**src/rtl/exec_cfg.svh**
```systemverilog
// Constants for the compact memory, stack and branch execution block
// Operation
// (RL1) Halfword store adds scaled offset to base, writes source low sixteen bits.
// (RL2) Halfword load fills destination low half, clears upper sixteen bits.
// (RL3) Halfword offset field is doubled, giving a 6-bit halfword-aligned offset.
// (RL4) Stack word transfer adds up to 1020 bytes; load bit picks direction.
// (RL5) Stack word field times four forms a 10-bit word-aligned offset.
// (RL6) Load address adds scaled field to program counter or stack pointer.
// (RL7) Program counter source is instruction address plus four, bit 1 cleared.
// (RL8) Load address leaves the status flags untouched.
// (RL9) Stack adjust is sign plus magnitude in words, up to 508 bytes.
// (RL10) Stack adjust leaves the status flags untouched.
// (RL11) Push and pop use a full descending stack, final pointer written back.
// (RL12) Push adds link register, pop adds program counter, on the extra bit.
// (RL13) Pop loads program counter last, branching, and updates the pointer.
// (RL14) Multiple transfer uses ascending words from base, then writes base back.
// (RL15) Codes 0000 to 0111 test zero, carry, negative, overflow set or clear.
// (RL16) Code 1000 branches when carry set and zero clear.
// (RL17) Branch target uses program counter four bytes ahead.
// (RL18) Each instruction takes the cycles of its full-width equivalent.
// (RL19) Codes 1001 to 1101 give signed and unsigned compare branches.
// (RL20) Code 1110 is undefined; code 1111 is a software interrupt.
// (RL21) Branch offset is sign-extended and doubled; failing branch falls through.
`ifndef EXEC_CFG_SVH
`define EXEC_CFG_SVH
// ==========================================
// Opcode groups and fields
`define OP_HALF 4'h8
`define OP_SPREL 4'h9
`define OP_LADR 4'ha
`define OP_MISC 4'hb
`define OP_MULTI 4'hc
`define OP_BCOND 4'hd
`define F_OP 15:12
`define F_LOAD 11
`define F_OFF5 10:6
`define F_BASE 5:3
`define F_RD 2:0
`define F_RHI 10:8
`define F_SCALED_WORD_FIELD 7:0
`define F_ADJ_SIGN 7
`define F_ADJ_MAG 6:0
`define F_MISC_SUB 11:8
`define MISC_ADJ 4'h0
`define F_PP_KEY 10:9
`define PP_KEY 2'h2
`define F_EXTRA 8
`define F_LIST 7:0
`define F_COND 11:8
`define F_SOFF8 7:0
`define F_SOFF_SIGN 7
// ==========================================
// Registers, masks and condition codes
`define REG_SP 4'hd
`define REG_LR 4'he
`define LIST_W 9
`define LIST_EXTRA 4'h8
`define PC_AHEAD 32'h4
`define WORD_STEP 32'h4
`define PC_BIT1_MASK 32'hffff_fffd
`define HALF_MASK 32'h0000_ffff
`define COND_EQ 4'h0
`define COND_NE 4'h1
`define COND_CS 4'h2
`define COND_CC 4'h3
`define COND_MI 4'h4
`define COND_PL 4'h5
`define COND_VS 4'h6
`define COND_VC 4'h7
`define COND_HI 4'h8
`define COND_LS 4'h9
`define COND_GE 4'ha
`define COND_LT 4'hb
`define COND_GT 4'hc
`define COND_LE 4'hd
`define COND_UNDEF 4'he
`define COND_SWI 4'hf
`endif

```
**src/rtl/exec_pkg.sv**
```systemverilog
// Types for the compact memory, stack and branch execution block
package exec_pkg;
	// ==========================================
	// Types
	typedef enum logic [3:0] {
		ST_IDLE = 4'h1,
		ST_EXEC = 4'h2,
		ST_XFER = 4'h4,
		ST_WBACK = 4'h8
	} state_t;
	typedef struct packed {
		logic n;
		logic z;
		logic c;
		logic v;
	} nzcv_t;
endpackage

```
**src/rtl/exec_if.sv**
```systemverilog
// Interfaces between the execution block and its helpers
`timescale 1ns/100ps
`include "exec_cfg.svh"
interface cond_if;
	logic [3:0] cond;
	exec_pkg::nzcv_t flags;
	logic taken;
	logic undef;
	logic swi;
	modport eval (input cond, input flags, output taken, output undef, output swi);
	modport user (output cond, output flags, input taken, input undef, input swi);
endinterface

interface list_if;
	logic [`LIST_W-1:0] list;
	logic [3:0] lowIdx;
	logic [3:0] count;
	modport scan (input list, output lowIdx, output count);
	modport user (output list, input lowIdx, input count);
endinterface

```
**src/rtl/cond_eval.sv**
```systemverilog
// Branch condition evaluation
`timescale 1ns/100ps
`include "exec_cfg.svh"
module cond_eval (
	cond_if.eval ce
);
	// ==========================================
	// Condition table
	always_comb
	begin
		ce.taken = 1'b0;
		ce.undef = 1'b0;
		ce.swi = 1'b0;
		unique case (ce.cond)
			`COND_EQ: ce.taken = ce.flags.z; // RL15
			`COND_NE: ce.taken = !ce.flags.z; // RL15
			`COND_CS: ce.taken = ce.flags.c; // RL15
			`COND_CC: ce.taken = !ce.flags.c; // RL15
			`COND_MI: ce.taken = ce.flags.n; // RL15
			`COND_PL: ce.taken = !ce.flags.n; // RL15
			`COND_VS: ce.taken = ce.flags.v; // RL15
			`COND_VC: ce.taken = !ce.flags.v; // RL15
			`COND_HI: ce.taken = ce.flags.c && !ce.flags.z; // RL16
			`COND_LS: ce.taken = !ce.flags.c || ce.flags.z; // RL19
			`COND_GE: ce.taken = ce.flags.n == ce.flags.v; // RL19
			`COND_LT: ce.taken = ce.flags.n != ce.flags.v; // RL19
			`COND_GT: ce.taken = !ce.flags.z && (ce.flags.n == ce.flags.v); // RL19
			`COND_LE: ce.taken = ce.flags.z || (ce.flags.n != ce.flags.v); // RL19
			`COND_UNDEF: ce.undef = 1'b1; // RL20
			`COND_SWI: ce.swi = 1'b1; // RL20
		endcase
	end
endmodule

```
**src/rtl/list_scan.sv**
```systemverilog
// Register list scanner: lowest set entry and entry count
`timescale 1ns/100ps
`include "exec_cfg.svh"
module list_scan #(
	parameter int W = `LIST_W
) (
	list_if.scan ls
);
	// ==========================================
	// Scan from the top so the lowest entry wins
	always_comb
	begin
		ls.lowIdx = 4'h0;
		ls.count = 4'h0;
		for (int i = W - 1; i >= 0; i--)
		begin
			if (ls.list[i])
			begin
				ls.lowIdx = 4'(i);
			end
			ls.count = ls.count + 4'({3'h0, ls.list[i]});
		end
	end
endmodule

```
**src/rtl/compact_exec.sv**
```systemverilog
// Execution of compact halfword, stack, multiple-transfer and branch instructions
`timescale 1ns/100ps
`include "exec_cfg.svh"
module compact_exec (
	input wire logic mclk,
	input wire logic rst,
	input wire logic instrValid,
	input wire logic [15:0] instr,
	input wire logic [31:0] instrAddr,
	output logic instrReady,
	input wire logic [3:0] flagsIn,
	output logic [3:0] rdAddrA,
	input wire logic [31:0] rdDataA,
	output logic [3:0] rdAddrB,
	input wire logic [31:0] rdDataB,
	output logic wrEn,
	output logic [3:0] wrIdx,
	output logic [31:0] wrData,
	output logic memReq,
	output logic memWrite,
	output logic memHalf,
	output logic [31:0] memAddr,
	output logic [31:0] memWdata,
	input wire logic memAck,
	input wire logic [31:0] memRdata,
	output logic pcLoad,
	output logic [31:0] pcTarget,
	output logic swiReq,
	output logic undefInstr
);
	// ==========================================
	// Helpers
	function automatic logic [3:0] regOf(input logic [3:0] idx);
		regOf = (idx == `LIST_EXTRA) ? `REG_LR : idx;
	endfunction

	function automatic logic [`LIST_W-1:0] dropLow(input logic [`LIST_W-1:0] l);
		dropLow = l & (l - `LIST_W'(1));
	endfunction

	// ==========================================
	// State
	exec_pkg::state_t state_reg, state_next;
	logic [15:0] instr_reg, instr_next;
	logic [31:0] pc_reg, pc_next;
	logic [`LIST_W-1:0] list_reg, list_next;
	logic [3:0] curIdx_reg, curIdx_next;
	logic load_reg, load_next;
	logic multi_reg, multi_next;
	logic pop_reg, pop_next;
	logic [3:0] baseIdx_reg, baseIdx_next;
	logic [31:0] baseFinal_reg, baseFinal_next;
	logic memReq_reg, memReq_next;
	logic memWrite_reg, memWrite_next;
	logic memHalf_reg, memHalf_next;
	logic [31:0] memAddr_reg, memAddr_next;
	logic [31:0] memWdata_reg, memWdata_next;
	logic wrEn_reg, wrEn_next;
	logic [3:0] wrIdx_reg, wrIdx_next;
	logic [31:0] wrData_reg, wrData_next;
	logic pcLoad_reg, pcLoad_next;
	logic [31:0] pcTarget_reg, pcTarget_next;
	logic swi_reg, swi_next;
	logic undef_reg, undef_next;

	// ==========================================
	// Decode
	logic [3:0] op;
	logic isPushPop, isAdjust, isXfer;
	logic [`LIST_W-1:0] decList;
	logic [31:0] pcAhead, halfOff, wordOff, adjOff, branchOff;
	cond_if cf();
	list_if ls();

	assign op = instr_reg[`F_OP];
	assign isAdjust = (op == `OP_MISC) && (instr_reg[`F_MISC_SUB] == `MISC_ADJ);
	assign isPushPop = (op == `OP_MISC) && (instr_reg[`F_PP_KEY] == `PP_KEY);
	assign isXfer = (op == `OP_HALF) || (op == `OP_SPREL) || (op == `OP_MULTI) || isPushPop;
	assign pcAhead = pc_reg + `PC_AHEAD; // RL17
	assign halfOff = {26'h0, instr_reg[`F_OFF5], 1'b0}; // RL3
	assign wordOff = {22'h0, instr_reg[`F_SCALED_WORD_FIELD], 2'b00}; // RL5
	assign adjOff = {23'h0, instr_reg[`F_ADJ_MAG], 2'b00}; // RL9
	assign branchOff = {{23{instr_reg[`F_SOFF_SIGN]}}, instr_reg[`F_SOFF8], 1'b0}; // RL21

	always_comb
	begin
		decList = '0;
		unique case (op)
			`OP_HALF: decList[instr_reg[`F_RD]] = 1'b1;
			`OP_SPREL: decList[instr_reg[`F_RHI]] = 1'b1;
			`OP_MULTI: decList[7:0] = instr_reg[`F_LIST];
			default:
			begin
				if (isPushPop)
				begin
					decList = {instr_reg[`F_EXTRA], instr_reg[`F_LIST]}; // RL12
				end
			end
		endcase
	end

	assign cf.cond = instr_reg[`F_COND];
	assign cf.flags = exec_pkg::nzcv_t'(flagsIn);
	cond_eval condUnit (
		.ce(cf.eval)
	);

	// Scan the decoded list on entry, then the remaining list while transferring
	assign ls.list = (state_reg == exec_pkg::ST_EXEC) ? decList : list_reg;
	list_scan #(
		.W(`LIST_W)
	) scanUnit (
		.ls(ls.scan)
	);

	// Store data always comes from the next entry so it can be registered ahead
	assign rdAddrA = regOf(ls.lowIdx);
	always_comb
	begin
		rdAddrB = `REG_SP;
		if ((op == `OP_HALF) && (state_reg == exec_pkg::ST_EXEC))
		begin
			rdAddrB = {1'b0, instr_reg[`F_BASE]};
		end
		else if ((op == `OP_MULTI) && (state_reg == exec_pkg::ST_EXEC))
		begin
			rdAddrB = {1'b0, instr_reg[`F_RHI]};
		end
	end

	// ==========================================
	// Next state
	always_comb
	begin
		logic [31:0] startAddr;
		logic [31:0] span;
		startAddr = rdDataB;
		span = {26'h0, ls.count, 2'b00};
		state_next = state_reg;
		instr_next = instr_reg;
		pc_next = pc_reg;
		list_next = list_reg;
		curIdx_next = curIdx_reg;
		load_next = load_reg;
		multi_next = multi_reg;
		pop_next = pop_reg;
		baseIdx_next = baseIdx_reg;
		baseFinal_next = baseFinal_reg;
		memReq_next = memReq_reg;
		memWrite_next = memWrite_reg;
		memHalf_next = memHalf_reg;
		memAddr_next = memAddr_reg;
		memWdata_next = memWdata_reg;
		wrEn_next = 1'b0;
		wrIdx_next = wrIdx_reg;
		wrData_next = wrData_reg;
		pcLoad_next = 1'b0;
		pcTarget_next = pcTarget_reg;
		swi_next = 1'b0;
		undef_next = 1'b0;
		unique case (state_reg)
			exec_pkg::ST_IDLE:
			begin
				if (instrValid)
				begin
					instr_next = instr;
					pc_next = instrAddr;
					state_next = exec_pkg::ST_EXEC;
				end
			end
			exec_pkg::ST_EXEC:
			begin
				state_next = exec_pkg::ST_IDLE;
				load_next = instr_reg[`F_LOAD]; // RL4
				memHalf_next = (op == `OP_HALF);
				multi_next = (op == `OP_MULTI) || isPushPop;
				pop_next = isPushPop && instr_reg[`F_LOAD];
				baseIdx_next = (op == `OP_MULTI) ? {1'b0, instr_reg[`F_RHI]} : `REG_SP;
				baseFinal_next = rdDataB + span; // RL11 RL14
				if (op == `OP_HALF)
				begin
					startAddr = rdDataB + halfOff; // RL1 RL2
				end
				else if (op == `OP_SPREL)
				begin
					startAddr = rdDataB + wordOff; // RL4
				end
				else if (isPushPop && !instr_reg[`F_LOAD])
				begin
					// Lowest address first: same words as decrementing before each store
					startAddr = rdDataB - span; // RL11
					baseFinal_next = rdDataB - span; // RL11
				end
				if (isXfer)
				begin
					if (decList != '0)
					begin
						state_next = exec_pkg::ST_XFER; // RL18
						memReq_next = 1'b1;
						memWrite_next = !instr_reg[`F_LOAD];
						memAddr_next = startAddr;
						memWdata_next = (op == `OP_HALF) ? (rdDataA & `HALF_MASK) : rdDataA; // RL1
						curIdx_next = ls.lowIdx;
						list_next = dropLow(decList);
					end
				end
				else if (op == `OP_LADR)
				begin
					// No flag write path exists in this block
					wrEn_next = 1'b1; // RL8
					wrIdx_next = {1'b0, instr_reg[`F_RHI]};
					if (instr_reg[`F_LOAD])
					begin
						wrData_next = rdDataB + wordOff; // RL6
					end
					else
					begin
						wrData_next = (pcAhead & `PC_BIT1_MASK) + wordOff; // RL6 RL7
					end
				end
				else if (isAdjust)
				begin
					wrEn_next = 1'b1; // RL10
					wrIdx_next = `REG_SP;
					wrData_next = instr_reg[`F_ADJ_SIGN] ? (rdDataB - adjOff) : (rdDataB + adjOff); // RL9
				end
				else if (op == `OP_BCOND)
				begin
					pcLoad_next = cf.taken; // RL15 RL16 RL19 RL21
					pcTarget_next = pcAhead + branchOff; // RL17 RL21
					swi_next = cf.swi; // RL20
					undef_next = cf.undef; // RL20
				end
				else
				begin
					// Other formats belong to neighbouring decoders
					undef_next = 1'b1;
				end
			end
			exec_pkg::ST_XFER:
			begin
				if (memAck)
				begin
					if (load_reg)
					begin
						if (pop_reg && (curIdx_reg == `LIST_EXTRA))
						begin
							pcLoad_next = 1'b1; // RL13
							pcTarget_next = memRdata; // RL13
						end
						else
						begin
							wrEn_next = 1'b1;
							wrIdx_next = curIdx_reg;
							wrData_next = memHalf_reg ? (memRdata & `HALF_MASK) : memRdata; // RL2
						end
					end
					memAddr_next = memAddr_reg + `WORD_STEP; // RL14
					if (list_reg == '0)
					begin
						memReq_next = 1'b0;
						state_next = multi_reg ? exec_pkg::ST_WBACK : exec_pkg::ST_IDLE; // RL18
					end
					else
					begin
						memWdata_next = rdDataA; // RL12
						curIdx_next = ls.lowIdx;
						list_next = dropLow(list_reg);
					end
				end
			end
			exec_pkg::ST_WBACK:
			begin
				// Writeback last, so a base that was also loaded ends with the new address
				wrEn_next = 1'b1; // RL11 RL13 RL14
				wrIdx_next = baseIdx_reg;
				wrData_next = baseFinal_reg;
				state_next = exec_pkg::ST_IDLE;
			end
		endcase
	end

	// ==========================================
	// Registers
	always_ff @(posedge mclk or posedge rst)
	begin
		if (rst)
		begin
			state_reg <= exec_pkg::ST_IDLE;
			instr_reg <= 16'h0;
			pc_reg <= 32'h0;
			list_reg <= '0;
			curIdx_reg <= 4'h0;
			load_reg <= 1'b0;
			multi_reg <= 1'b0;
			pop_reg <= 1'b0;
			baseIdx_reg <= 4'h0;
			baseFinal_reg <= 32'h0;
			memReq_reg <= 1'b0;
			memWrite_reg <= 1'b0;
			memHalf_reg <= 1'b0;
			memAddr_reg <= 32'h0;
			memWdata_reg <= 32'h0;
			wrEn_reg <= 1'b0;
			wrIdx_reg <= 4'h0;
			wrData_reg <= 32'h0;
			pcLoad_reg <= 1'b0;
			pcTarget_reg <= 32'h0;
			swi_reg <= 1'b0;
			undef_reg <= 1'b0;
		end
		else
		begin
			state_reg <= state_next;
			instr_reg <= instr_next;
			pc_reg <= pc_next;
			list_reg <= list_next;
			curIdx_reg <= curIdx_next;
			load_reg <= load_next;
			multi_reg <= multi_next;
			pop_reg <= pop_next;
			baseIdx_reg <= baseIdx_next;
			baseFinal_reg <= baseFinal_next;
			memReq_reg <= memReq_next;
			memWrite_reg <= memWrite_next;
			memHalf_reg <= memHalf_next;
			memAddr_reg <= memAddr_next;
			memWdata_reg <= memWdata_next;
			wrEn_reg <= wrEn_next;
			wrIdx_reg <= wrIdx_next;
			wrData_reg <= wrData_next;
			pcLoad_reg <= pcLoad_next;
			pcTarget_reg <= pcTarget_next;
			swi_reg <= swi_next;
			undef_reg <= undef_next;
		end
	end

	assign instrReady = (state_reg == exec_pkg::ST_IDLE);
	assign memReq = memReq_reg;
	assign memWrite = memWrite_reg;
	assign memHalf = memHalf_reg;
	assign memAddr = memAddr_reg;
	assign memWdata = memWdata_reg;
	assign wrEn = wrEn_reg;
	assign wrIdx = wrIdx_reg;
	assign wrData = wrData_reg;
	assign pcLoad = pcLoad_reg;
	assign pcTarget = pcTarget_reg;
	assign swiReq = swi_reg;
	assign undefInstr = undef_reg;

	logic inExec;
	assign inExec = (state_reg == exec_pkg::ST_EXEC);
endmodule

```
**config.mk**
```make
export PLATFORM = sky130hd
export DESIGN_NAME = compact_exec
export DESIGN_NICKNAME = d
export VERILOG_FILES = /design/src/rtl/exec_pkg.sv /design/src/rtl/exec_if.sv /design/src/rtl/cond_eval.sv /design/src/rtl/list_scan.sv /design/src/rtl/compact_exec.sv
export VERILOG_INCLUDE_DIRS = /design/src /design/src/rtl
export SDC_FILE = /design/constraint.sdc
export NUM_CORES = 1
export LEC_CHECK = 0
export BUFFER_PORTS_ARGS = -buffer_cell sky130_fd_sc_hd__buf_4
export CAP_MARGIN = 20
export CELL_PAD_IN_SITES_DETAIL_PLACEMENT = 1
export CELL_PAD_IN_SITES_GLOBAL_PLACEMENT = 2
export CORE_AREA = 2 2 305 217
export CTS_CLUSTER_DIAMETER = 150
export DETAILED_ROUTE_END_ITERATION = 10
export DIE_AREA = 0 0 307 219
export GPL_ROUTABILITY_DRIVEN = 0
export HOLD_SLACK_MARGIN = 0.15
export PLACE_DENSITY = 0.81
export SETUP_SLACK_MARGIN = 0.1
export SYNTH_ARGS = -nofsm -noshare
export SYNTH_HDL_FRONTEND = slang
export SYNTH_SLANG_ARGS = --single-unit
```
**constraint.sdc**
```tcl
create_clock -name mclk -period 8.4 [get_ports mclk]
set_input_delay 1.26 -clock mclk [delete_from_list [all_inputs] [get_ports mclk]]
set_output_delay 1.26 -clock mclk [all_outputs]
set_load 0.05 [all_outputs]
```
## Word-level counts from Yosys, hierarchy flattened

Cells that the tools add are included.
W data, S select, Z words.

| word-level totals | value |
|---|---|
| register bits | 243 |
| input port bits | 152 |
| output and inout port bits | 148 |
| word-level logic and storage cells | 240 |

| cells by class | value |
|---|---|
| add/sub/neg operators | 20 |
| $lt $le $gt $ge | 4 |
| eq/ne operators | 44 |
| muxes and demuxes | 112 |
| bitwise logic cells | 2 |
| reductions and logical operators | 36 |

Operator list:

| kind | count |
|---|---|
| $mux W32 | 30 |
| $pmux W32 S2 | 3 |
| $mux W4 | 27 |
| $pmux W32 S3 | 1 |
| $eq A4 B4 Y1 const B | 17 |
| $add A32 B10 Y32 | 2 |
| $add A32 B3 Y32 const B | 2 |
| $add A32 B6 Y32 | 2 |
| $mux W9 | 6 |
| $add A32 B32 Y32 | 1 |
| $add A32 B9 Y32 | 1 |
| $mux W1 | 32 |
| $sub A32 B6 Y32 | 1 |
| $sub A32 B9 Y32 | 1 |
| $add A4 B1 Y4 | 7 |
| $pmux W8 S3 | 1 |
| $ne A2 B2 Y1 const B | 11 |
| $eq A4 B3 Y1 const B | 5 |
| $and A9 B9 Y9 | 2 |
| $pmux W9 S2 | 1 |
| $sub A9 B1 Y9 const B | 2 |
| $pmux W4 S4 | 1 |
| $pmux W1 S14 | 1 |
| $eq A4 B2 Y1 const B | 3 |
| other kinds (30) | 58 |

## Depth between registers and ports, before layout

Gate-level depths: netlist of the first run.

| depth | value |
|---|---|
| depth after elaboration | 21 |
| gate-level depth with buffers | 27 |

## By module

Synthesis of the first run repeated with hierarchy kept, for this count alone.

| unflattened totals | value |
|---|---|
| cells, all modules | 2,437 |
| area, all modules | 19,742.7 µm² |

Modules (own cells, without submodules):

| module | times used | cells an instance | area an instance (µm²) |
|---|---|---|---|
| compact_exec | 1 | 2,381 | 19,327.3 |
| list_scan | 1 | 36 | 270.3 |
| cond_eval | 1 | 20 | 145.1 |

## Worst setup path after synthesis of the first run

Ideal clock, no wire load.

| timing | value |
|---|---|
| path type | register -> register |
| start | register state_reg[0] |
| end | register memAddr_reg[28], in the netlist memAddr[28] |
| data arrival time | 7.047 ns |
| data required time | 8.274 ns |
| slack | 1.227 ns |
| stages on the path, launching flop included | 24 |
| clock period less this slack | 7.173 ns |
| cells stage by stage | dfstp_2 > clkbuf_1 > nor4b_1 > clkbuf_1 > mux2_2 > ha_1 > fa_1 > fa_1 > fa_1 > inv_1 > ha_1 > a21oi_1 > nor2_1 > or2_2 > ha_1 > clkbuf_1 > inv_1 > a2111oi_0 > nand4_1 > nor2_1 > a21oi_1 > a211oi_1 > a211oi_1 > o32a_1 |

| between the ends | value |
|---|---|
| longest elaborated chain between the ends | 17 |
| elaborated cells between the ends (all ways) | 23 |
| those cells by class | 9 x add/sub; 5 x eq/ne; 7 x mux; 2 x reduce/logical |

Ends and longest elaborated chain:

| element | line | source |
|---|---|---|
| from (decl) | compact_exec.sv:43 | `exec_pkg::state_t state_reg, state_next;` |
| from (signal assigned) | compact_exec.sv:289 | `state_reg <= exec_pkg::ST_IDLE;` |
| from (signal assigned) | compact_exec.sv:314 | `state_reg <= state_next;` |
| $eq A4 B2 Y1 | compact_exec.sv:109, compact_exec.sv:161 |  |
| $mux W9 | compact_exec.sv:109 | `assign ls.list = (state_reg == exec_pkg::ST_EXEC) ? decList : list_reg;` |
| $add A1 B1 Y2 | list_scan.sv:21 | `ls.count = ls.count + 4'({3'h0, ls.list[i]});` |
| $add A4 B1 Y4 (7 in series) | list_scan.sv:21 |  |
| $sub A32 B6 Y32 | compact_exec.sv:191 | `startAddr = rdDataB - span;` |
| $mux W32 | compact_exec.sv:188 | `` else if (isPushPop && !instr_reg[`F_LOAD]) `` |
| $mux W32 | compact_exec.sv:184 | `` else if (op == `OP_SPREL) `` |
| $mux W32 | compact_exec.sv:180 | `` if (op == `OP_HALF) `` |
| $mux W32 | compact_exec.sv:196 | `if (decList != '0)` |
| $mux W32 | compact_exec.sv:194 | `if (isXfer)` |
| $pmux W32 S2 | compact_exec.sv:161 | `unique case (state_reg)` |
| to (signal assigned) | compact_exec.sv:327 | `memAddr_reg <= memAddr_next;` |
| to (decl) | compact_exec.sv:56 | `logic [31:0] memAddr_reg, memAddr_next;` |

Parallel ways exist; a longest one is shown, timed or not. The select of a mux whose other input is x is not followed.
A chain may end at the register's enable or synchronous reset.

## Worst setup path in the final report of the first run

| timing | value |
|---|---|
| start | register instr_reg[9] |
| end | register memAddr_reg[31], in the netlist memAddr[31] |

| between the ends | value |
|---|---|
| longest elaborated chain between the ends | 21 |
| elaborated cells between the ends (all ways) | 33 |
| those cells by class | 10 x add/sub; 2 x order compare; 3 x eq/ne; 12 x mux; 6 x reduce/logical |

Ends and longest elaborated chain:

| element | line | source |
|---|---|---|
| from (decl) | compact_exec.sv:44 | `logic [15:0] instr_reg, instr_next;` |
| from (signal assigned) | compact_exec.sv:315 | `instr_reg <= instr_next;` |
| $lt A3 B5 Y1 / $ge A3 B1 Y1 (equally long branches) | compact_exec.sv:90 | `` `OP_SPREL: decList[instr_reg[`F_RHI]] = 1'b1; `` |
| $logic_and A1 B1 Y1 | compact_exec.sv:90 |  |
| $mux W1 | compact_exec.sv:90 |  |
| $demux W1 S3 | compact_exec.sv:90 |  |
| $pmux W8 S3 | compact_exec.sv:88 | `unique case (op)` |
| $mux W9 | compact_exec.sv:109 |  |
| $add A1 B1 Y2 | list_scan.sv:21 |  |
| $add A4 B1 Y4 (7 in series) | list_scan.sv:21 |  |
| $sub A32 B6 Y32 | compact_exec.sv:191 |  |
| $mux W32 | compact_exec.sv:188 |  |
| $mux W32 | compact_exec.sv:184 |  |
| $mux W32 | compact_exec.sv:180 |  |
| $mux W32 | compact_exec.sv:196 |  |
| $mux W32 | compact_exec.sv:194 |  |
| $pmux W32 S2 | compact_exec.sv:161 |  |

Parallel ways exist; a longest one is shown, timed or not. The select of a mux whose other input is x is not followed.

==> metrics.md, run 1 <==
| Metric | Value |
|---|---|
| Hold Fails Final Rpt | `0` |
| CTS Sinks | `242` |
| Worst-Skew Late Latency | `0.61 ns` |
| Max frequency | `132 MHz` |
| Antenna violations before repair | `8` |
| Post-CTS Setup Inserts | `0` |
| Total CTS buffers | `30` |
| # rows | `78` |
| Starting Density | `0.307` |
| # hold bufs at CTS | `0` |
| DRT Pass-1 Iters | `5` |
| Cell variety after synth | `88` |
| Sequential fraction of the synthesis area | `0.307` |
| CTS tree | `done` |
| Critical Path RT | `8.91 ns` |
| Leakage | `10.3 nW` |
| Max-slew headroom | `0.205` |
| Detailed placer's ending HPWL | `66000 um` |
| Post-synth top flop | `dfrtp_1` |
| Synthesized area per cell | `8.22 um^2` |
| Total Routing Usage GR | `0.242` |
| Least-Margin Pin Slew | `1.19 ns` |
| Async S/R FF share, synth | `1.00` |
| CTS Buffer Depth | `3` |
| Final #Nets | `2875` |
| Crit-path leading delay family | `simple AND/OR/NAND/NOR gates` |
| Area Overhead vs Synth | `20.9%` |
| Clock Skews | `0.0288 ns` |
| Max VDD drop | `0.269 mV` |
| P per Cell Area | `491 nW/um^2` |
| Crit-path max cell delay | `0.73 ns` |
| CP endpoint kind | `flop` |
| Post-Syn Instances | `2398` |
| Final Max Tran Viols | `0` |
| Number of max-cap violations | `0` |
| Crit path cell chain | `nand3b_2 -> o2bb2ai_2 -> and3_1 -> or2_2 -> o21ai_0 -> ha_1 -> fa_1 -> fa_1 -> fa_1 -> inv_1 -> ha_1 -> a21oi_1 -> nor2_1 -> or2_2 -> inv_1 -> ha_1 -> or4_1 -> nor3_1 -> o2111ai_1 -> nor4b_1 -> nor2_1 -> o31ai_1 -> a31oi_1 -> o2bb2ai_1` |
| Die Area | `67200 um^2` |
| FF+latch count, synth | `242` |
| Yosys warns | `0` |
| Total gr overflow | `0` |
| Largest net degree at the start of global routing | `84` |
| Syn_nets | `2661` |
| RSZ-0062 raised after global routing | `no` |
| Period utilization | `0.904` |
| Vias in the first global route | `20100` |
| Mapped cell area | `19700 um^2` |
| Outcome | `finished clean` |
| Total power | `11.7 mW` |
| Clk Tree Root Cell | `clkbuf_16` |
| Resize count post-CTS | `0` |
| First-pass GRT wire length | `126000 um` |
| Die width | `307 um` |
| Slowest CP cell | `nor4b_1` |
| CP Launch Type | `flop` |
| Setup CP Type | `reg2reg` |
| Final ANT Viol Nets | `0` |
| H-tree depth | `1` |
| CP bufs+invs | `2` |
| Worst Path Arrival | `8.10 ns` |
| Setup tns final | `0 ns` |
| Final critical-path required period | `7.59 ns` |
| Drt drc | `0` |
| Setup violations, final | `0` |
| CTS clk-pin slew, worst paths | `0.06 ns` |
| DR vias/cell | `5.74` |
| DR iter-0 viols | `1713` |
| Routed wire length | `83900 um` |
| Die height | `219 um` |
| Port Buf Inserts | `299` |
| Type of the most critical hold path | `reg2reg` |
| Via count | `20000` |
| Ports | `300` |
| WL/cell | `24.1 um` |
| Fraction of layout cells with a size suffix above 1 | `0.193` |
| EDFF count, synth | `0` |
| Core box area | `64200 um^2` |
| CP max FO | `14` |
stage by stage:
stage | hold WS, ns | setup slack [ns] | area (um^2) | utilization | cells
global route | 0.489 | 0.308 | 23800 | 0.371 | 3476
finish | 0.477 | 0.808 | 23800 | 0.371 | 3480
CTS | 0.485 | 0.978 | 23800 | 0.371 | 3475
global placement | 0.464 | 1.36 | 22700 | 0.354 | 3419
detailed placement | 0.470 | 1.04 | 22700 | 0.354 | 3419
floorplan | 0.440 | 0.497 | 19700 | - | 2398
metal layers:
layer,vias up,share of wire,global-route usage
li1,9205,-,-
met3,97,0.077,0.0575
met4,8,0.020,0.0494
met5,-,0.00056,0
met2,650,0.44,0.377
met1,10000,0.46,0.342
power by group:
group	switching [mW]	internal [mW]	leakage, nW
combinational	5.04	2.83	6.92
sequential	0.654	1.71	2.87
clock	0.593	0.878	0.533
synthesized netlist by cell type, drive strengths merged, types with 18 or more instances:
master | instances | area share
a211oi | 25 | 0.0095
a21o | 50 | 0.019
a21oi | 182 | 0.046
a221oi | 18 | 0.0080
a31oi | 49 | 0.016
and2 | 18 | 0.0057
and3 | 36 | 0.011
buf | 23 | 0.0069
clkbuf | 135 | 0.026
dfrtp | 241 | 0.31
ha | 99 | 0.063
inv | 58 | 0.011
mux2 | 70 | 0.040
nand2 | 272 | 0.052
nand3 | 60 | 0.015
nand4 | 32 | 0.011
nor2 | 210 | 0.040
nor3 | 57 | 0.014
nor4 | 29 | 0.012
o211ai | 26 | 0.0099
o21ai | 191 | 0.049
or3 | 19 | 0.0060
xnor2 | 113 | 0.051
xor2 | 76 | 0.034
cell type report:
cell class                 instances  area, um^2
inverter                          58         225
timing repair buffer             340        2550
sequential                       242        6060
antenna                            4        10.0
fill                            7673       40400
tap                              840        1050
clock inverter                    18         270
multi-input combinational       1940       12900
clock buffer                      38         821
worst paths after layout:
| path | to | from | slack, ns | depth (start not counted) |
|---|---|---|---|---|
| setup / recovery | memAddr[31] | instr_reg[9] | 0.81 | 24 |
| hold / removal | memReq | memReq | 0.48 | 1 |
| setup reg to reg | memAddr[31] | instr_reg[9] | 0.81 | 24 |
| hold reg to reg | memReq | memReq | 0.48 | 1 |
| max in group asynchronous | memWdata[7] | rst | 5.94 | 4 |
| min in group asynchronous | memAddr[18] | rst | 0.76 | 2 |
cell usage in the layout, fill, tap and decap left out, types with 18 or more instances in the layout:
| master | n |
|---|---|
| nand2_1 | 270 |
| a31oi_1 | 49 |
| nor2_1 | 208 |
| clkbuf_16 | 30 |
| dfrtp_1 | 241 |
| xor2_1 | 76 |
| ha_1 | 99 |
| a21o_1 | 50 |
| o21ai_0 | 183 |
| a211oi_1 | 25 |
| nand3_1 | 59 |
| and3_1 | 36 |
| nand4_1 | 31 |
| or3_1 | 19 |
| o211ai_1 | 26 |
| nor3_1 | 55 |
| a221oi_1 | 18 |
| nor4_1 | 23 |
| xnor2_1 | 112 |
| mux2_2 | 69 |
| inv_1 | 57 |
| a21oi_1 | 182 |
| buf_4 | 339 |
kinds of logic (layout without fill, tap and decap cells):
group | after synthesis | after routing | synth area share
xor+xnor | 189 | 189 | 0.0843
other cells | 0 | 4 | 0
mux | 88 | 88 | 0.0497
flops | 242 | 242 | 0.307
fa+ha+maj | 111 | 111 | 0.0750
buf+inv | 216 | 454 | 0.0437
compound gates | 727 | 727 | 0.238
simple gates | 825 | 825 | 0.202
No activity file was read; power rests on OpenSTA's default activity.
==> inputs of run 2 (changes only) <==
--- a/config.mk
+++ b/config.mk
@@ -6,17 +6,17 @@
 export SDC_FILE = /design/constraint.sdc
 export NUM_CORES = 1
 export LEC_CHECK = 0
-export BUFFER_PORTS_ARGS = -buffer_cell sky130_fd_sc_hd__buf_4
 export CAP_MARGIN = 20
 export CELL_PAD_IN_SITES_DETAIL_PLACEMENT = 1
 export CELL_PAD_IN_SITES_GLOBAL_PLACEMENT = 2
-export CORE_AREA = 2 2 305 217
+export CORE_AREA = 2 2 287 204
 export CTS_CLUSTER_DIAMETER = 150
 export DETAILED_ROUTE_END_ITERATION = 10
-export DIE_AREA = 0 0 307 219
+export DIE_AREA = 0 0 289 206
+export DONT_BUFFER_PORTS = 1
 export GPL_ROUTABILITY_DRIVEN = 0
 export HOLD_SLACK_MARGIN = 0.15
-export PLACE_DENSITY = 0.81
+export PLACE_DENSITY = 0.82
 export SETUP_SLACK_MARGIN = 0.1
 export SYNTH_ARGS = -nofsm -noshare
 export SYNTH_HDL_FRONTEND = slang
==> run 2 against run 1 <==
- power shrank 6.1%
- hold slack is essentially flat
- non-clock buffer count shrank 300
- sequential share of layout area grew 2.9 points
- combinational power shrank 21%
- sequential power grew 46%
- global-route usage grew 2.0 points
- final area shrank 10%
- wire length shrank 4.7%
- count of clock-buffer cells in the layout grew 2
- fmax shrank 0.28%
- register-to-register slack lost 0.02 ns
- critical endpoint unchanged
==> metrics.md, run 2 (synthesis results as in run 1) <==
| Metric | Value |
|---|---|
| Starting Density | `0.345` |
| Hold Fails Final Rpt | `0` |
| Max frequency | `131 MHz` |
| Setup CP Type | `reg2reg` |
| Resize count post-CTS | `0` |
| Final critical-path required period | `7.61 ns` |
| DR vias/cell | `6.12` |
| Slowest CP cell | `nor4b_1` |
| Ports | `300` |
| Routed wire length | `79900 um` |
| Crit-path leading delay family | `simple AND/OR/NAND/NOR gates` |
| RSZ-0062 raised after global routing | `no` |
| DRT Pass-1 Iters | `6` |
| CP max FO | `16` |
| Die height | `206 um` |
| Worst-Skew Late Latency | `0.60 ns` |
| # rows | `74` |
| Period utilization | `0.906` |
| H-tree depth | `1` |
| Drt drc | `0` |
| Max-slew headroom | `0.144` |
| CTS clk-pin slew, worst paths | `0.06 ns` |
| Largest net degree at the start of global routing | `157` |
| Core box area | `57200 um^2` |
| Worst hold slack | `0.478 ns` |
| Least-Margin Pin Slew | `1.27 ns` |
| Fraction of layout cells with a size suffix above 1 | `0.0895` |
| Number of max-cap violations | `0` |
| CP endpoint kind | `flop` |
| Final ANT Viol Nets | `0` |
| Die width | `289 um` |
| CTS Buffer Depth | `3` |
| Die Area | `59500 um^2` |
| Diode count | `0` |
| CTS Sinks | `242` |
| # hold bufs at CTS | `0` |
| Clk Tree Root Cell | `clkbuf_16` |
| CTS tree | `done` |
| Crit-path max cell delay | `0.66 ns` |
| Clock Skews | `0.0175 ns` |
| Total gr overflow | `0` |
| Max VDD drop | `0.232 mV` |
| Area Overhead vs Synth | `8.55%` |
| Most frequent cells in the layout | `nand2_1, dfrtp_1, nor2_1` |
| WL/cell | `25.8 um` |
| Reg area | `6060 um^2` |
| P per Cell Area | `514 nW/um^2` |
| Antenna violations before repair | `4` |
| Area of the multi-input gates | `12900 um^2` |
| Type of the most critical hold path | `reg2reg` |
| Setup violations, final | `0` |
| Vias in the first global route | `19000` |
| Final #Nets | `2575` |
| Leakage | `8.83 nW` |
| Total CTS buffers | `30` |
| Outcome | `finished clean` |
| CP Launch Type | `flop` |
| First-pass GRT wire length | `120000 um` |
| DR iter-0 viols | `1663` |
| Final Max Tran Viols | `0` |
| Port Buf Inserts | `0` |
| Critical Path RT | `8.92 ns` |
| Worst Path Arrival | `8.14 ns` |
| Fillers | `6781` |
| Most common cell after layout, fill and taps aside | `nand2_1` |
| Post-CTS Setup Inserts | `0` |
| Total Routing Usage GR | `0.262` |
| Detailed placer's ending HPWL | `62700 um` |
| Setup tns final | `0 ns` |
| CP bufs+invs | `3` |
| Via count | `18900` |
==> run 2: changes by cell type in the layout (fill, tap and decap cells not counted), sizes merged <==
cell      before  now
bufinv         6    1
clkinv         9    7
inv           59   61
buf          339   40
diode          4    0
clkinvlp       2    4
clkbuf        39   40
==> run 2: report_power, final <==
| group | internal [mW] | leakage [nW] | switching (mW) | total, mW |
|---|---|---|---|---|
| clock network | 0.743 | 0.473 | 0.585 | 1.33 |
| logic | 2.38 | 5.49 | 3.85 | 6.23 |
| registers | 1.69 | 2.87 | 1.76 | 3.45 |
==> run 2: routing by layer <==
layer | global-route usage | wire, um
met5 | 0 | 11
met4 | 0.0593 | 1920
met3 | 0.0640 | 6380
met2 | 0.408 | 35300
met1 | 0.365 | 36300
==> run 2: path summary, 6_finish.rpt <==
check,from,to,slack (ns),cells past startpoint
min,baseFinal_reg[1],baseFinal_reg[1],0.48,2
min in group asynchronous,rst,memWdata[9],0.58,1
max in group asynchronous,rst,memAddr[5],6.48,2
max,instr_reg[12],memAddr[31],0.79,25
min reg2reg,baseFinal_reg[1],baseFinal_reg[1],0.48,2
max reg2reg,instr_reg[12],memAddr[31],0.79,25
==> run 2: final cells by class <==
| class | instances | area share |
|---|---|---|
| Inverter | 58 | 0.0105 |
| Clock inverter | 15 | 0.00585 |
| Clock buffer | 40 | 0.0397 |
| Timing Repair Buffer | 40 | 0.0150 |
| Sequential cell | 242 | 0.283 |
| Tap cell | 760 | 0.0444 |
| Multi-Input combinational cell | 1940 | 0.602 |
==> run 2: through the flow <==
step	power (mW)	setup slack, ns	instances	instance area, um^2	util
final	11.0	0.786	3095	21400	0.374
after global routing	11.8	0.352	3095	21400	0.374
after CTS	11.0	0.989	3095	21400	0.374
after detailed placement	9.60	1.02	3040	20400	0.357
after global placement	9.38	1.31	3039	20400	0.357
after floorplan	7.72	0.497	2398	19700	-
==> run 2: tightest hold or removal path, delay by kind of cell, from the launching register on <==
kind          cells  cell delay [ns]
flops             1             0.34
simple gates      2             0.10
==> inputs of run 3 (changes only) <==
--- a/config.mk
+++ b/config.mk
@@ -9,14 +9,15 @@
 export CAP_MARGIN = 20
 export CELL_PAD_IN_SITES_DETAIL_PLACEMENT = 1
 export CELL_PAD_IN_SITES_GLOBAL_PLACEMENT = 2
-export CORE_AREA = 2 2 287 204
+export CORE_AREA = 2 2 230 254
 export CTS_CLUSTER_DIAMETER = 150
 export DETAILED_ROUTE_END_ITERATION = 10
-export DIE_AREA = 0 0 289 206
+export DIE_AREA = 0 0 232 256
 export DONT_BUFFER_PORTS = 1
 export GPL_ROUTABILITY_DRIVEN = 0
 export HOLD_SLACK_MARGIN = 0.15
 export PLACE_DENSITY = 0.82
+export RECOVER_POWER = 50
 export SETUP_SLACK_MARGIN = 0.1
 export SYNTH_ARGS = -nofsm -noshare
 export SYNTH_HDL_FRONTEND = slang
==> run 3 against run 2 <==
- the run now ends with max-capacitance violations, max-slew violations left
- setup slack better by 0.18 ns
- clock power grew 5%
- sequential power about the same
- final area about the same
- via count fell by 1.3%
- count of clock-buffer cells in the layout grew 3
- power hardly changed
- sequential share of layout area about the same
- non-clock buffer count decreased by 1
- fmax is 2.4% higher
- hold slack improved by 0.015 ns
- largest cell class unchanged
- largest power group unchanged
==> metrics.md, run 3 (synthesis results as in run 1) <==
| Metric | Value |
|---|---|
| Outcome | `finished, violations left` |
| Failing checks | `max-capacitance violations, max-slew violations` |
| Hold Fails Final Rpt | `0` |
| Final ANT Viol Nets | `0` |
| DR iter-0 viols | `1443` |
| Most frequent cells in the layout | `nand2_1, dfrtp_1, nor2_1` |
| Die width | `232 um` |
| Worst Path Arrival | `7.95 ns` |
| CTS tree | `done` |
| Crit-path max cell delay | `0.64 ns` |
| DRT Pass-1 Iters | `5` |
| WL/cell | `25.5 um` |
| Max-slew headroom | `-2.97` |
| Ports | `300` |
| CTS clk-pin slew, worst paths | `0.06 ns` |
| Clock Skews | `0.0417 ns` |
| Final #Nets | `2574` |
| DR vias/cell | `6.06` |
| Most common cell after layout, fill and taps aside | `nand2_1` |
| Post-CTS Setup Inserts | `0` |
| Total gr overflow | `0` |
| Clk Tree Root Cell | `clkbuf_16` |
| Fillers | `6777` |
| CTS Buffer Depth | `3` |
| Port Buf Inserts | `0` |
| Core box area | `57000 um^2` |
| Vias in the first global route | `19100` |
| Drt drc | `0` |
| Crit. path cell count | `25` |
| CP max FO | `16` |
| Leakage | `8.83 nW` |
| CTS Sinks | `242` |
| # hold bufs at CTS | `0` |
| H-tree depth | `1` |
| Largest net degree at the start of global routing | `124` |
| Routed wire length | `78600 um` |
| P per Cell Area | `514 nW/um^2` |
| Final critical-path required period | `7.43 ns` |
| Starting Density | `0.346` |
| Resize count post-CTS | `0` |
| Setup CP Type | `reg2reg` |
| CP Launch Type | `flop` |
| Die height | `256 um` |
| Via count | `18700` |
| RSZ-0062 raised after global routing | `no` |
| Antenna violations before repair | `0` |
| Critical Path RT | `8.92 ns` |
| Setup violations, final | `0` |
| Fraction of layout cells with a size suffix above 1 | `0.0874` |
| Area Overhead vs Synth | `8.58%` |
| Hold Path Stages | `2` |
| CP bufs+invs | `3` |
| Register-to-Register Path Depth | `25` |
| Total Routing Usage GR | `0.258` |
| Max frequency | `135 MHz` |
| Final Max Tran Viols | `290` |
| Total CTS buffers | `30` |
| Diode count | `0` |
| Worst hold slack | `0.493 ns` |
| # rows | `92` |
| Crit-path leading delay family | `simple AND/OR/NAND/NOR gates` |
| First-pass GRT wire length | `120000 um` |
| Type of the most critical hold path | `reg2reg` |
| Detailed placer's ending HPWL | `61500 um` |
| Number of max-cap violations | `5` |
| CP endpoint kind | `flop` |
| Max VDD drop | `0.248 mV` |
| Period utilization | `0.885` |
| Least-Margin Pin Slew | `5.96 ns` |
| Setup tns final | `0 ns` |
| Slowest CP cell | `nor4b_1` |
| Die Area | `59400 um^2` |
| Worst-Skew Late Latency | `0.63 ns` |
-- run 3: changes by cell type in the layout (fill, tap and decap cells not counted), moves of 2 or more --
cell	before	now
clkbuf_2	0	2
clkbuf_8	4	8
inv_6	3	0
clkbuf_1	5	7
buf_4	37	34
clkinv_2	6	4
bufinv_16	1	3
-- run 3: cell type report --
class | instances | area, um^2 | share of cell area
clock buffers | 43 | 880 | 0.0411
clock inverters | 11 | 163 | 0.00760
inverters | 58 | 219 | 0.0102
multi-input cells | 1940 | 12900 | 0.601
flip-flops and latches | 242 | 6060 | 0.283
well taps | 752 | 941 | 0.0439
repair buffers | 39 | 284 | 0.0133
-- run 3: path summary, 6_finish.rpt --
check                                 endpoint      startpoint  slack [ns]
worst max-delay path               memAddr[31]   instr_reg[12]        0.97
worst min-delay path            baseIdx_reg[2]  baseIdx_reg[2]        0.49
worst max register to register     memAddr[31]   instr_reg[12]        0.97
worst min register to register  baseIdx_reg[2]  baseIdx_reg[2]        0.49
max in group asynchronous         pcTarget[18]             rst        2.53
min in group asynchronous          memWdata[5]             rst        2.35
-- run 3: worst reg2reg max path: stages, from the launching register on --
cell       delay [ns]
dfrtp_1          0.62
nor4bb_2         0.38
buf_4            0.29
nand2_1          0.11
o32ai_1          0.17
or2_2            0.18
o21ai_0          0.16
ha_1             0.38
fa_1             0.46
fa_1             0.41
fa_1             0.49
inv_1            0.06
ha_1             0.29
a21oi_1          0.07
nor2_1           0.07
or2_2            0.14
inv_1            0.05
ha_1             0.20
or4_1            0.44
nor3_1           0.52
o2111ai_1        0.48
nor4b_1          0.64
nor2_1           0.12
o31ai_1          0.30
a31oi_1          0.12
o2bb2ai_1        0.17
-- run 3: metal layers --
metal / vias up / routed length [um] / track usage
li1: 8585 / - / -
met3: 145 / 5880 / 0.0548
met1: 9327 / 33000 / 0.330
met2: 626 / 36500 / 0.421
met5: - / 0 / 0
met4: 0 / 3260 / 0.0997
-- run 3: per-stage QoR --
step	area [um^2]	power, mW	std cells	util	setup WS, ns
2_1_floorplan	19700	7.72	2398	-	0.497
3_3_place_gp	20400	9.32	3030	0.358	1.45
3_5_place_dp	20400	9.54	3030	0.358	1.05
4_1_cts	21400	11.0	3084	0.376	0.991
5_1_grt	21400	11.8	3085	0.376	0.437
6_report	21400	11.0	3085	0.376	0.967
-- run 3: report_power, final --
part           switching, mW  internal [mW]
sequential              1.77           1.69
clock                  0.572          0.817
combinational           3.76           2.39
